### config.mk
export PLATFORM = sky130hd
export DESIGN_NAME = das_staging
export DESIGN_NICKNAME = d
export VERILOG_FILES = /design/src/inc/das_pkg.sv /design/src/design/das_staging.sv /design/src/design/das_skid_buffer.sv
export SDC_FILE = /design/constraint.sdc
export NUM_CORES = 1
export LEC_CHECK = 0
export BUFFER_PORTS_ARGS = -buffer_cell sky130_fd_sc_hd__buf_2
export CORE_UTILIZATION = 55
export DETAILED_ROUTE_END_ITERATION = 8
export PLACE_DENSITY = 0.76
export REMOVE_ABC_BUFFERS = 1
export SYNTH_ARGS = -nofsm -noshare
export SYNTH_HDL_FRONTEND = slang
export SYNTH_SLANG_ARGS = --single-unit
### constraint.sdc
create_clock -name pclk -period 2.3 [get_ports pclk]
set_input_delay 0.46 -clock pclk [delete_from_list [all_inputs] [get_ports pclk]]
set_output_delay 0.46 -clock pclk [all_outputs]
set_load 0.05 [all_outputs]
### src/inc/das_pkg.sv
// Shared constants and types of the dual converter output staging block.
package das_pkg;

    // ==========================================================
    // Word and pipeline sizes.
    localparam int WORD_W = 8;
    localparam int FLASH_W = 3;
    localparam int STAGE_COUNT = 5;
    localparam int RAW_W = 2 * STAGE_COUNT + FLASH_W;
    localparam int PIPE_DEPTH = 4;
    localparam int BUF_DEPTH = 2;
    localparam int COUNT_W = 16;
    localparam int ADDR_W = 12;

    // ==========================================================
    // Sample clocks of recovery after standby.
    localparam int RECOV_W = 4;
    localparam logic [RECOV_W-1:0] RECOVERY_CYCLES = 4'hf;

    // ==========================================================
    // Register byte addresses.
    localparam logic [ADDR_W-1:0] CTRL_ADDR = 12'h000;
    localparam logic [ADDR_W-1:0] STATUS_ADDR = 12'h004;
    localparam logic [ADDR_W-1:0] COUNT_ADDR = 12'h008;

    // ==========================================================
    // Field positions and values after reset.
    localparam int CTRL_DISCARD_BIT = 0;
    localparam logic CTRL_DISCARD_RESET = 1'b1;
    localparam int ST_MODE_LSB = 0;
    localparam int ST_STANDBY_LSB = 2;
    localparam int ST_RECOVER_LSB = 4;
    localparam int ST_VALID_LSB = 6;
    localparam int ST_OVERRUN_LSB = 8;

    // ==========================================================
    // Operating modes set by the two option straps.
    typedef enum logic [1:0] {
        DAS_STANDBY_BOTH,
        DAS_STANDBY_B,
        DAS_NORMAL,
        DAS_ALIGN
    } das_mode_type;

endpackage

### src/design/das_staging.sv
// Output staging of a dual pipelined converter with an APB register port.
// How it works
// Each channel outputs the word sampled four sample clocks earlier.
// Outputs update after the rising edge of that channel's clock; in align mode channel B updates after its falling edge instead.
// Format select high gives twos complement, low offset binary.
// A channel in standby leaves its result bus undriven.
// After standby a channel needs 15 sample clocks for good words.
// Both option selects low put both channels in standby.
// First low, second high puts only channel B in standby.
// First high, second low runs both channels without skew.
// Both high delays channel B output by half a clock cycle.
// Standby ignores the affected channel's sample clock.
// Shared clock with align puts B updates half a period after A.
// Shared clock without align updates both channels together.
// Clocks half a period apart with align give B data at A edge.
// Words come from five stage codes plus a three-bit flash.
// Channel B has its own sample clock input.
// Each channel drives its own eight-bit result bus.
// In align mode B output is retimed on B's falling clock edge.
module das_staging (
    // APB slave port.
    input wire logic pclk,
    input wire logic presetn,
    input wire logic psel,
    input wire logic penable,
    input wire logic pwrite,
    input wire logic [das_pkg::ADDR_W-1:0] paddr,
    input wire logic [31:0] pwdata,
    output logic [31:0] prdata,
    output logic pready,
    output logic pslverr,
    // Strap pins.
    input wire logic option_select_first,
    input wire logic option_select_second,
    input wire logic format_select,
    // Channel A converter core.
    input wire logic chan_a_sample_clock,
    input wire logic [das_pkg::RAW_W-1:0] chan_a_raw_code,
    // Channel B converter core.
    input wire logic chan_b_sample_clock,
    input wire logic [das_pkg::RAW_W-1:0] chan_b_raw_code,
    // Channel A result.
    output logic [das_pkg::WORD_W-1:0] chan_a_result_bus,
    output logic chan_a_result_oe_n,
    output logic chan_a_result_valid,
    input wire logic chan_a_result_ready,
    // Channel B result.
    output logic [das_pkg::WORD_W-1:0] chan_b_result_bus,
    output logic chan_b_result_oe_n,
    output logic chan_b_result_valid,
    input wire logic chan_b_result_ready
);
    import das_pkg::*;

    // ==========================================================
    // State record.
    typedef struct packed {
        logic [1:0] clk_meta, clk_sync, clk_last;
        logic [1:0][RAW_W-1:0] raw_meta, raw_sync;
        logic [2:0] strap_meta, strap_sync;
        logic [1:0][PIPE_DEPTH-1:0][WORD_W-1:0] pipe;
        logic [1:0][PIPE_DEPTH-1:0] pipe_valid;
        logic [1:0][PIPE_DEPTH-1:0] pipe_good;
        logic [1:0][RECOV_W-1:0] recov;
        logic [WORD_W-1:0] hold_word;
        logic hold_valid, discard;
        logic [1:0] overrun;
        logic [1:0][COUNT_W-1:0] count;
        logic [1:0] oe_n;
        logic [31:0] rdata;
        logic ready, slverr;
    } das_state_type;

    das_state_type st;
    das_state_type next_st;

    // ==========================================================
    // Combinational signals.
    das_mode_type mode;
    logic fmt_twos;
    logic [1:0] stby, rise, fall, clk_pin, word_valid, push_valid;
    logic [1:0] push_ready, buf_valid, pop_ready, recovering;
    logic [1:0][RAW_W-1:0] raw_pin;
    logic [1:0][WORD_W-1:0] word_data, push_data, buf_data;
    logic [31:0] status;

    // ==========================================================
    // Word assembly.
    // Adds the stage decisions with overlap, then saturates at full scale.
    function automatic logic [WORD_W-1:0] das_correct(
        input logic [RAW_W-1:0] raw
    );
        logic [WORD_W:0] acc;
        logic [1:0] code;
        acc = {6'h00, raw[FLASH_W-1:0]};
        for (int i = 0; i < STAGE_COUNT; i++) begin
            code = raw[RAW_W - 2 - 2 * i +: 2];
            if (code == 2'h3) begin
                code = 2'h2;
            end
            acc = acc + ({7'h00, code} << (STAGE_COUNT + 1 - i));
        end
        return acc[WORD_W] ? '1 : acc[WORD_W-1:0];
    endfunction

    // Offset binary passes through; twos complement flips the top bit.
    function automatic logic [WORD_W-1:0] das_format(
        input logic [WORD_W-1:0] word,
        input logic twos
    );
        return twos ? {~word[WORD_W-1], word[WORD_W-2:0]} : word;
    endfunction

    // ==========================================================
    // Pin grouping and decode.
    // Channel B keeps a clock input of its own.
    assign clk_pin = {chan_b_sample_clock, chan_a_sample_clock};
    assign raw_pin = {chan_b_raw_code, chan_a_raw_code};
    assign pop_ready = {chan_b_result_ready, chan_a_result_ready};
    assign fmt_twos = st.strap_sync[2];

    // Strap decode; the first select is the upper bit of the pair.
    always_comb begin
        case ({st.strap_sync[0], st.strap_sync[1]})
            2'b00: mode = DAS_STANDBY_BOTH;
            2'b01: mode = DAS_STANDBY_B;
            2'b10: mode = DAS_NORMAL;
            default: mode = DAS_ALIGN;
        endcase
    end

    // Standby flags and clock edges seen through the synchronisers.
    assign stby[0] = (mode == DAS_STANDBY_BOTH);
    assign stby[1] = (mode == DAS_STANDBY_BOTH) || (mode == DAS_STANDBY_B);
    assign rise = st.clk_sync & ~st.clk_last;
    assign fall = ~st.clk_sync & st.clk_last;

    // Status word as software reads it.
    always_comb begin
        status = '0;
        for (int c = 0; c < 2; c++) begin
            recovering[c] = (st.recov[c] != '0);
        end
        status[ST_MODE_LSB +: 2] = mode;
        status[ST_STANDBY_LSB +: 2] = stby;
        status[ST_RECOVER_LSB +: 2] = recovering;
        status[ST_VALID_LSB +: 2] = buf_valid;
        status[ST_OVERRUN_LSB +: 2] = st.overrun;
    end

    // ==========================================================
    // Next state.
    always_comb begin
        next_st = st;
        word_valid = 2'b00;
        word_data = '0;
        push_valid = 2'b00;
        push_data = '0;

        // Pins from outside the clock domain pass two flip-flops.
        next_st.clk_meta = clk_pin;
        next_st.clk_sync = st.clk_meta;
        next_st.clk_last = st.clk_sync;
        next_st.raw_meta = raw_pin;
        next_st.raw_sync = st.raw_meta;
        next_st.strap_meta = {format_select, option_select_second,
                              option_select_first};
        next_st.strap_sync = st.strap_meta;

        // Per channel pipeline, advanced by that channel's own edge.
        for (int c = 0; c < 2; c++) begin
            next_st.oe_n[c] = stby[c];
            if (stby[c]) begin
                // Clock ignored; pipeline emptied; recovery re-armed.
                next_st.pipe_valid[c] = '0;
                next_st.recov[c] = RECOVERY_CYCLES;
            end else if (rise[c]) begin
                next_st.pipe[c] = {st.pipe[c][PIPE_DEPTH-2:0],
                                   das_correct(st.raw_sync[c])};
                next_st.pipe_valid[c] = {st.pipe_valid[c][PIPE_DEPTH-2:0],
                                         1'b1};
                next_st.pipe_good[c] = {st.pipe_good[c][PIPE_DEPTH-2:0],
                                        st.recov[c] == '0};
                if (st.recov[c] != '0) begin
                    next_st.recov[c] = st.recov[c] - 1'b1;
                end
                // The oldest word leaves on the fourth edge after capture.
                if (st.pipe_valid[c][PIPE_DEPTH-1] &&
                    (st.pipe_good[c][PIPE_DEPTH-1] || !st.discard)) begin
                    word_valid[c] = 1'b1;
                    word_data[c] = das_format(st.pipe[c][PIPE_DEPTH-1],
                                              fmt_twos);
                end
            end
        end

        // Without align both channels hand on at their rising edge.
        push_valid = word_valid;
        push_data = word_data;
        next_st.hold_valid = 1'b0;
        if (mode == DAS_ALIGN) begin
            // Channel B words wait for the falling edge of its clock.
            push_valid[1] = fall[1] && st.hold_valid;
            push_data[1] = st.hold_word;
            next_st.hold_valid = st.hold_valid;
            if (word_valid[1]) begin
                next_st.hold_word = word_data[1];
                next_st.hold_valid = 1'b1;
            end else if (fall[1]) begin
                next_st.hold_valid = 1'b0;
            end
        end

        // APB setup cycle: decode and register the answer.
        next_st.ready = 1'b0;
        next_st.slverr = 1'b0;
        if (psel && !penable) begin
            next_st.ready = 1'b1;
            next_st.rdata = '0;
            if (paddr == CTRL_ADDR) begin
                next_st.rdata[CTRL_DISCARD_BIT] = st.discard;
            end else if (paddr == STATUS_ADDR) begin
                next_st.rdata = status;
            end else if (paddr == COUNT_ADDR) begin
                next_st.rdata = {st.count[1], st.count[0]};
            end else begin
                next_st.slverr = 1'b1;
            end
        end

        // APB access cycle: writes act at the completing edge.
        if (psel && penable && st.ready && pwrite && !st.slverr) begin
            if (paddr == CTRL_ADDR) begin
                next_st.discard = pwdata[CTRL_DISCARD_BIT];
            end else if (paddr == STATUS_ADDR) begin
                next_st.overrun = st.overrun &
                                  ~pwdata[ST_OVERRUN_LSB +: 2];
            end else if (paddr == COUNT_ADDR) begin
                next_st.count = '0;
            end
        end

        // Delivered words are counted; refused ones raise overrun.
        for (int c = 0; c < 2; c++) begin
            if (push_valid[c] && push_ready[c]) begin
                next_st.count[c] = next_st.count[c] + 1'b1;
            end else if (push_valid[c]) begin
                next_st.overrun[c] = 1'b1;
            end
        end
    end

    // ==========================================================
    // State register.
    always_ff @(posedge pclk or negedge presetn) begin
        if (!presetn) begin
            st <= '0;
            st.oe_n <= 2'b11;
            st.recov <= {RECOVERY_CYCLES, RECOVERY_CYCLES};
            st.discard <= CTRL_DISCARD_RESET;
        end else begin
            st <= next_st;
        end
    end

    // ==========================================================
    // Output buffers, one per channel.
    for (genvar c = 0; c < 2; c++) begin : g_chan
        das_skid_buffer #(.WIDTH(WORD_W), .DEPTH(BUF_DEPTH)) u_buf (
            .clk(pclk),
            .rst_n(presetn),
            .flush(stby[c]),
            .in_valid(push_valid[c]),
            .in_data(push_data[c]),
            .in_ready(push_ready[c]),
            .out_valid(buf_valid[c]),
            .out_data(buf_data[c]),
            .out_ready(pop_ready[c])
        );
    end

    // Each channel has its own result bus and enable.
    assign chan_a_result_bus = buf_data[0];
    assign chan_b_result_bus = buf_data[1];
    assign chan_a_result_valid = buf_valid[0];
    assign chan_b_result_valid = buf_valid[1];
    assign chan_a_result_oe_n = st.oe_n[0];
    assign chan_b_result_oe_n = st.oe_n[1];
    assign prdata = st.rdata;
    assign pready = st.ready;
    assign pslverr = st.slverr;
endmodule // das_staging

### src/design/das_skid_buffer.sv
// Small shifting buffer whose head entry is always a register.
module das_skid_buffer #(
    parameter int WIDTH = 8,
    parameter int DEPTH = 2
) (
    // Clock and reset.
    input wire logic clk,
    input wire logic rst_n,
    // Discards every entry.
    input wire logic flush,
    // Filling side.
    input wire logic in_valid,
    input wire logic [WIDTH-1:0] in_data,
    output logic in_ready,
    // Draining side.
    output logic out_valid,
    output logic [WIDTH-1:0] out_data,
    input wire logic out_ready
);

    // ==========================================================
    // State.
    typedef struct packed {
        logic [DEPTH-1:0][WIDTH-1:0] word;
        logic [DEPTH-1:0] full;
    } das_buf_state_type;

    das_buf_state_type st;
    das_buf_state_type next_st;
    logic placed;

    // Entry 0 is the head; a pop shifts the rest down one place.
    always_comb begin
        next_st = st;
        placed = 1'b0;
        if (out_ready && st.full[0]) begin
            for (int i = 0; i < DEPTH - 1; i++) begin
                next_st.word[i] = st.word[i + 1];
                next_st.full[i] = st.full[i + 1];
            end
            next_st.full[DEPTH-1] = 1'b0;
        end
        // A push lands in the first free entry left after any pop.
        if (in_valid && in_ready) begin
            for (int i = 0; i < DEPTH; i++) begin
                if (!next_st.full[i] && !placed) begin
                    next_st.word[i] = in_data;
                    next_st.full[i] = 1'b1;
                    placed = 1'b1;
                end
            end
        end
        if (flush) begin
            next_st.full = '0;
        end
    end

    // State register.
    always_ff @(posedge clk or negedge rst_n) begin
        if (!rst_n) begin
            st <= '0;
        end else begin
            st <= next_st;
        end
    end

    // Ready is refused only while the last entry is taken.
    assign in_ready = !st.full[DEPTH-1];
    assign out_valid = st.full[0];
    assign out_data = st.word[0];

endmodule // das_skid_buffer

==> flow_summary.toml <==
[yosys]
yosys.area_share.simple_pct = 18.2
synthDistinctLibCells = 58
synth_cells = 1091
yosys.area.top_type = "dfrtp_1"
synth_top_family_by_area = "simple AND/OR/NAND/NOR gates"
dominantRegCellSynth = "dfrtp_1"
async_flop_share_pct = 100
synthMuxAreaShare_pct = 3.52
synth_edf_count = 0
synth_common_cells = "257 x dfrtp_1, 257 x nand2_1, 50 x buf_4"
synthAdderAreaFrac_pct = 1.88
netlist.area_leader.share_pct = 56.2
synth_area_um2 = 11400
postSynthAreaPerCell_um2 = 10.5
synth_area_leaders = "dfrtp_1 56%, nand2_1 8.4%, buf_4 3.3%"
synth_xor_area_share_pct = 2.83
seq_area_frac_synth_pct = 58.8
ys_warn_count = 0
synth-compound-area-share_pct = 8.86
ys_ff_latch = 268

[power_and_ir_drop]
switchingPower_w = 0.00277
p_comb_share_pct = 11.2
swShare_pct = 25.3
p_leak_nw = 6.23
p_int_w = 0.00819
clock_power_share_pct = 39.4
powerDensity_nw_per_um2 = 843
power_frac_seq_pct = 49.4
ir_drop_mv = 0.788

[floorplan]
die_area_um2 = 21400
std_cell_rows = 52
pin_count = 136
fp.dieH_um = 146
coreArea_um2 = 20300
start_util_pct = 56.3
fp.dieW_um = 146

[place]
place_hpwl_mm = 13.8
dp_slack_ns = -0.364
place_area_um2 = 12100
gp_congestion = 0.834
port_buffers = 106

[global_routing]
grt-ovfl-total = 0
grt_pass1_wl_mm = 35.3
grt_antenna_before_repair = 0
grt_pass1_vias = 7475
grt_max_degree = 63
track_usage_pct = 19.9

[drt]
viasPerCell = 5.25
drc = 0
antenna_left = 0
dr.pass1.iters = 5
vias = 7635
drtIter0Drc = 498
wl_per_cell_um = 14.1
finalWirelength_mm = 20.5

[sta]
setup_violations = 0
fin_crit_ns = 2.13
finalHoldViolations = 0
worst_pin_slew_ns = 0.719
skew_ns = 0.0141
maxSlewViolCount = 0
max_slew_margin_pct = 52.0
max_freq_mhz = 469
fin_ws_ns = 0.169
fin_crit_sh_pct = 92.7

[cts]
cts.path.max_buffers = 3
numClockSinks = 268
insertion_delay_ns = 0.53
cts_setup_buffers = 0
clock-root-buffer = "clkbuf_16"
path_clk_slew_ns = 0.06
htree_levels = 1
cts_tree = "built"
cts_inserted_buffers = 27

[final_layout]
antenna_cells = 0
drive_above_1_share_pct = 20.9
syn2layout_area_growth_pct = 13.7
n_fill_cell = 1608
final-seq-area_um2 = 6720
multi_input_area_um2 = 4080
final_area_um2 = 13000
fin_nets = 1262

[min_path]
hold_path_class = "in2reg"

[worst_setup_path]
worstSetupPathType = "reg2reg"
startpoint_type = "register"
crit_required_ns = 2.70
arrival_ns = 2.53
critPathCaptureType = "register"
cp_max_fo = 3

[run]
maxCapViolations = 0

[run_status]
status = "complete, no violations"
placed cells by master, fill, tap and decap left out, types with 4 or more instances in the layout:
| cell | netlist | final |
|---|---|---|
| clkbuf_1 | 44 | 11 |
| xnor2_1 | 29 | 29 |
| o22a_1 | 14 | 14 |
| buf_4 | 50 | 37 |
| mux2i_1 | 11 | 11 |
| nand2_1 | 257 | 257 |
| nor3_1 | 17 | 17 |
| a22oi_1 | 9 | 9 |
| a211oi_1 | 16 | 16 |
| o2bb2ai_1 | 7 | 7 |
| xor2_1 | 8 | 8 |
| clkbuf_16 | 0 | 27 |
| nor4_1 | 6 | 6 |
| o22ai_1 | 6 | 6 |
| a21o_1 | 5 | 5 |
| dfrtp_1 | 257 | 257 |
| inv_1 | 24 | 24 |
| nor2_1 | 47 | 47 |
| mux2_2 | 26 | 26 |
| or3_1 | 4 | 4 |
| a21oi_1 | 24 | 24 |
| nand3_1 | 42 | 42 |
| dfstp_2 | 11 | 11 |
| nand2b_1 | 18 | 18 |
| a2111oi_2 | 1 | 4 |
| buf_2 | 9 | 105 |
| o21ai_0 | 38 | 38 |
| nand4_1 | 10 | 10 |
| and2_1 | 9 | 9 |
| ha_1 | 14 | 14 |
| clkinv_2 | 0 | 5 |
| nor2b_1 | 15 | 15 |
| a221oi_1 | 8 | 8 |
worst max-delay path: stages, from the launching register on:
cell and delay, ns:
dfrtp_1 0.35, nor2b_1 0.13, ha_1 0.20, fa_1 0.40
a21o_1 0.17, a21oi_1 0.30, nand3_1 0.12, o31ai_1 0.21
o21ai_0 0.12
logic make-up after synthesis:
| group | after synthesis |
|---|---|
| xor+xnor | 37 |
| simple gates | 455 |
| mux | 37 |
| flops | 268 |
| buf+inv | 129 |
| compound gates | 149 |
| fa+ha+maj | 16 |
what timing repair did:
action,4_1_cts,5_1_grt
gates resized for setup,2,9
hold buffers,1,0
endpoints found under the setup margin,1,5
hold endpoints to repair,48,0
registers in the layout (all words and copies together), names as in the netlist:
signal / count
g_chan.u_buf.out_data: 16
st: 162
pslverr: 1
prdata: 32
fmt_twos: 1
g_chan.u_buf.st: 18
next_st: 33
pready: 1
g_chan.u_buf.out_valid: 2
chan_a_result_oe_n: 1
chan_b_result_oe_n: 1
through the flow:
stage / setup TNS [ns] / hold WS, ns / cells / util (%) / total power [W]
4_1_cts: 0 / 0.0112 / 1455 / 63.8 / 0.0111
6_report: 0 / 0.0349 / 1455 / 64.0 / 0.0110
3_3_place_gp: -4.93 / 0.331 / 1404 / 59.4 / 0.00667
2_1_floorplan: -37.55 / 0.164 / 988 / - / 0.00627
3_5_place_dp: -5.13 / 0.335 / 1404 / 59.4 / 0.00673
5_1_grt: -0.0207 / 0.00804 / 1455 / 64.0 / 0.0115
layer usage:
metal / vias to the layer above / share of wire (%) / global-route usage [%]
met5: - / 0 / 0
li1: 3777 / - / -
met4: 0 / 1.7 / 4.32
met3: 28 / 4.0 / 2.91
met1: 3669 / 46 / 27.3
met2: 161 / 48 / 33.7
power by group through the flow:
stage                     combinational (W)  clock, W  sequential (W)
after global routing                0.00136   0.00462         0.00547
after CTS                           0.00125   0.00442         0.00542
final                               0.00123   0.00432         0.00542
after floorplan                    0.000548         0         0.00572
after detailed placement            0.00124         0         0.00550
after global placement              0.00119         0         0.00547
path summary, 6_finish.rpt:
| path | start | end | slack, ns | depth (start not counted) |
|---|---|---|---|---|
| min in group asynchronous | presetn | prdata[14]$_DFFE_PN0P_ | 0.47 | 2 |
| worst min register to register | next_st[176]$_DFF_PN0_ | st[176]$_DFF_PN0_ | 0.35 | 0 |
| worst max register to register | st[177]$_DFF_PN0_ | st[111]$_DFFE_PN0P_ | 0.17 | 8 |
| worst max-delay path | st[177]$_DFF_PN0_ | st[111]$_DFFE_PN0P_ | 0.17 | 8 |
| max in group asynchronous | presetn | chan_b_result_oe_n$_DFF_PN1_ | 1.12 | 3 |
| worst min-delay path | chan_a_raw_code[1] | next_st[175]$_DFF_PN0_ | 0.03 | 1 |
final cells by class:
class,count,area share (%)
Clock inverter,9,0.953
Multi-Input combinational cell,694,31.3
Sequential cell,268,51.7
Clock buffer,41,5.83
Timing Repair Buffer,147,6.83
Tap cell,270,2.60
Inverter,26,0.751
No activity file was read; power rests on OpenSTA's default activity.
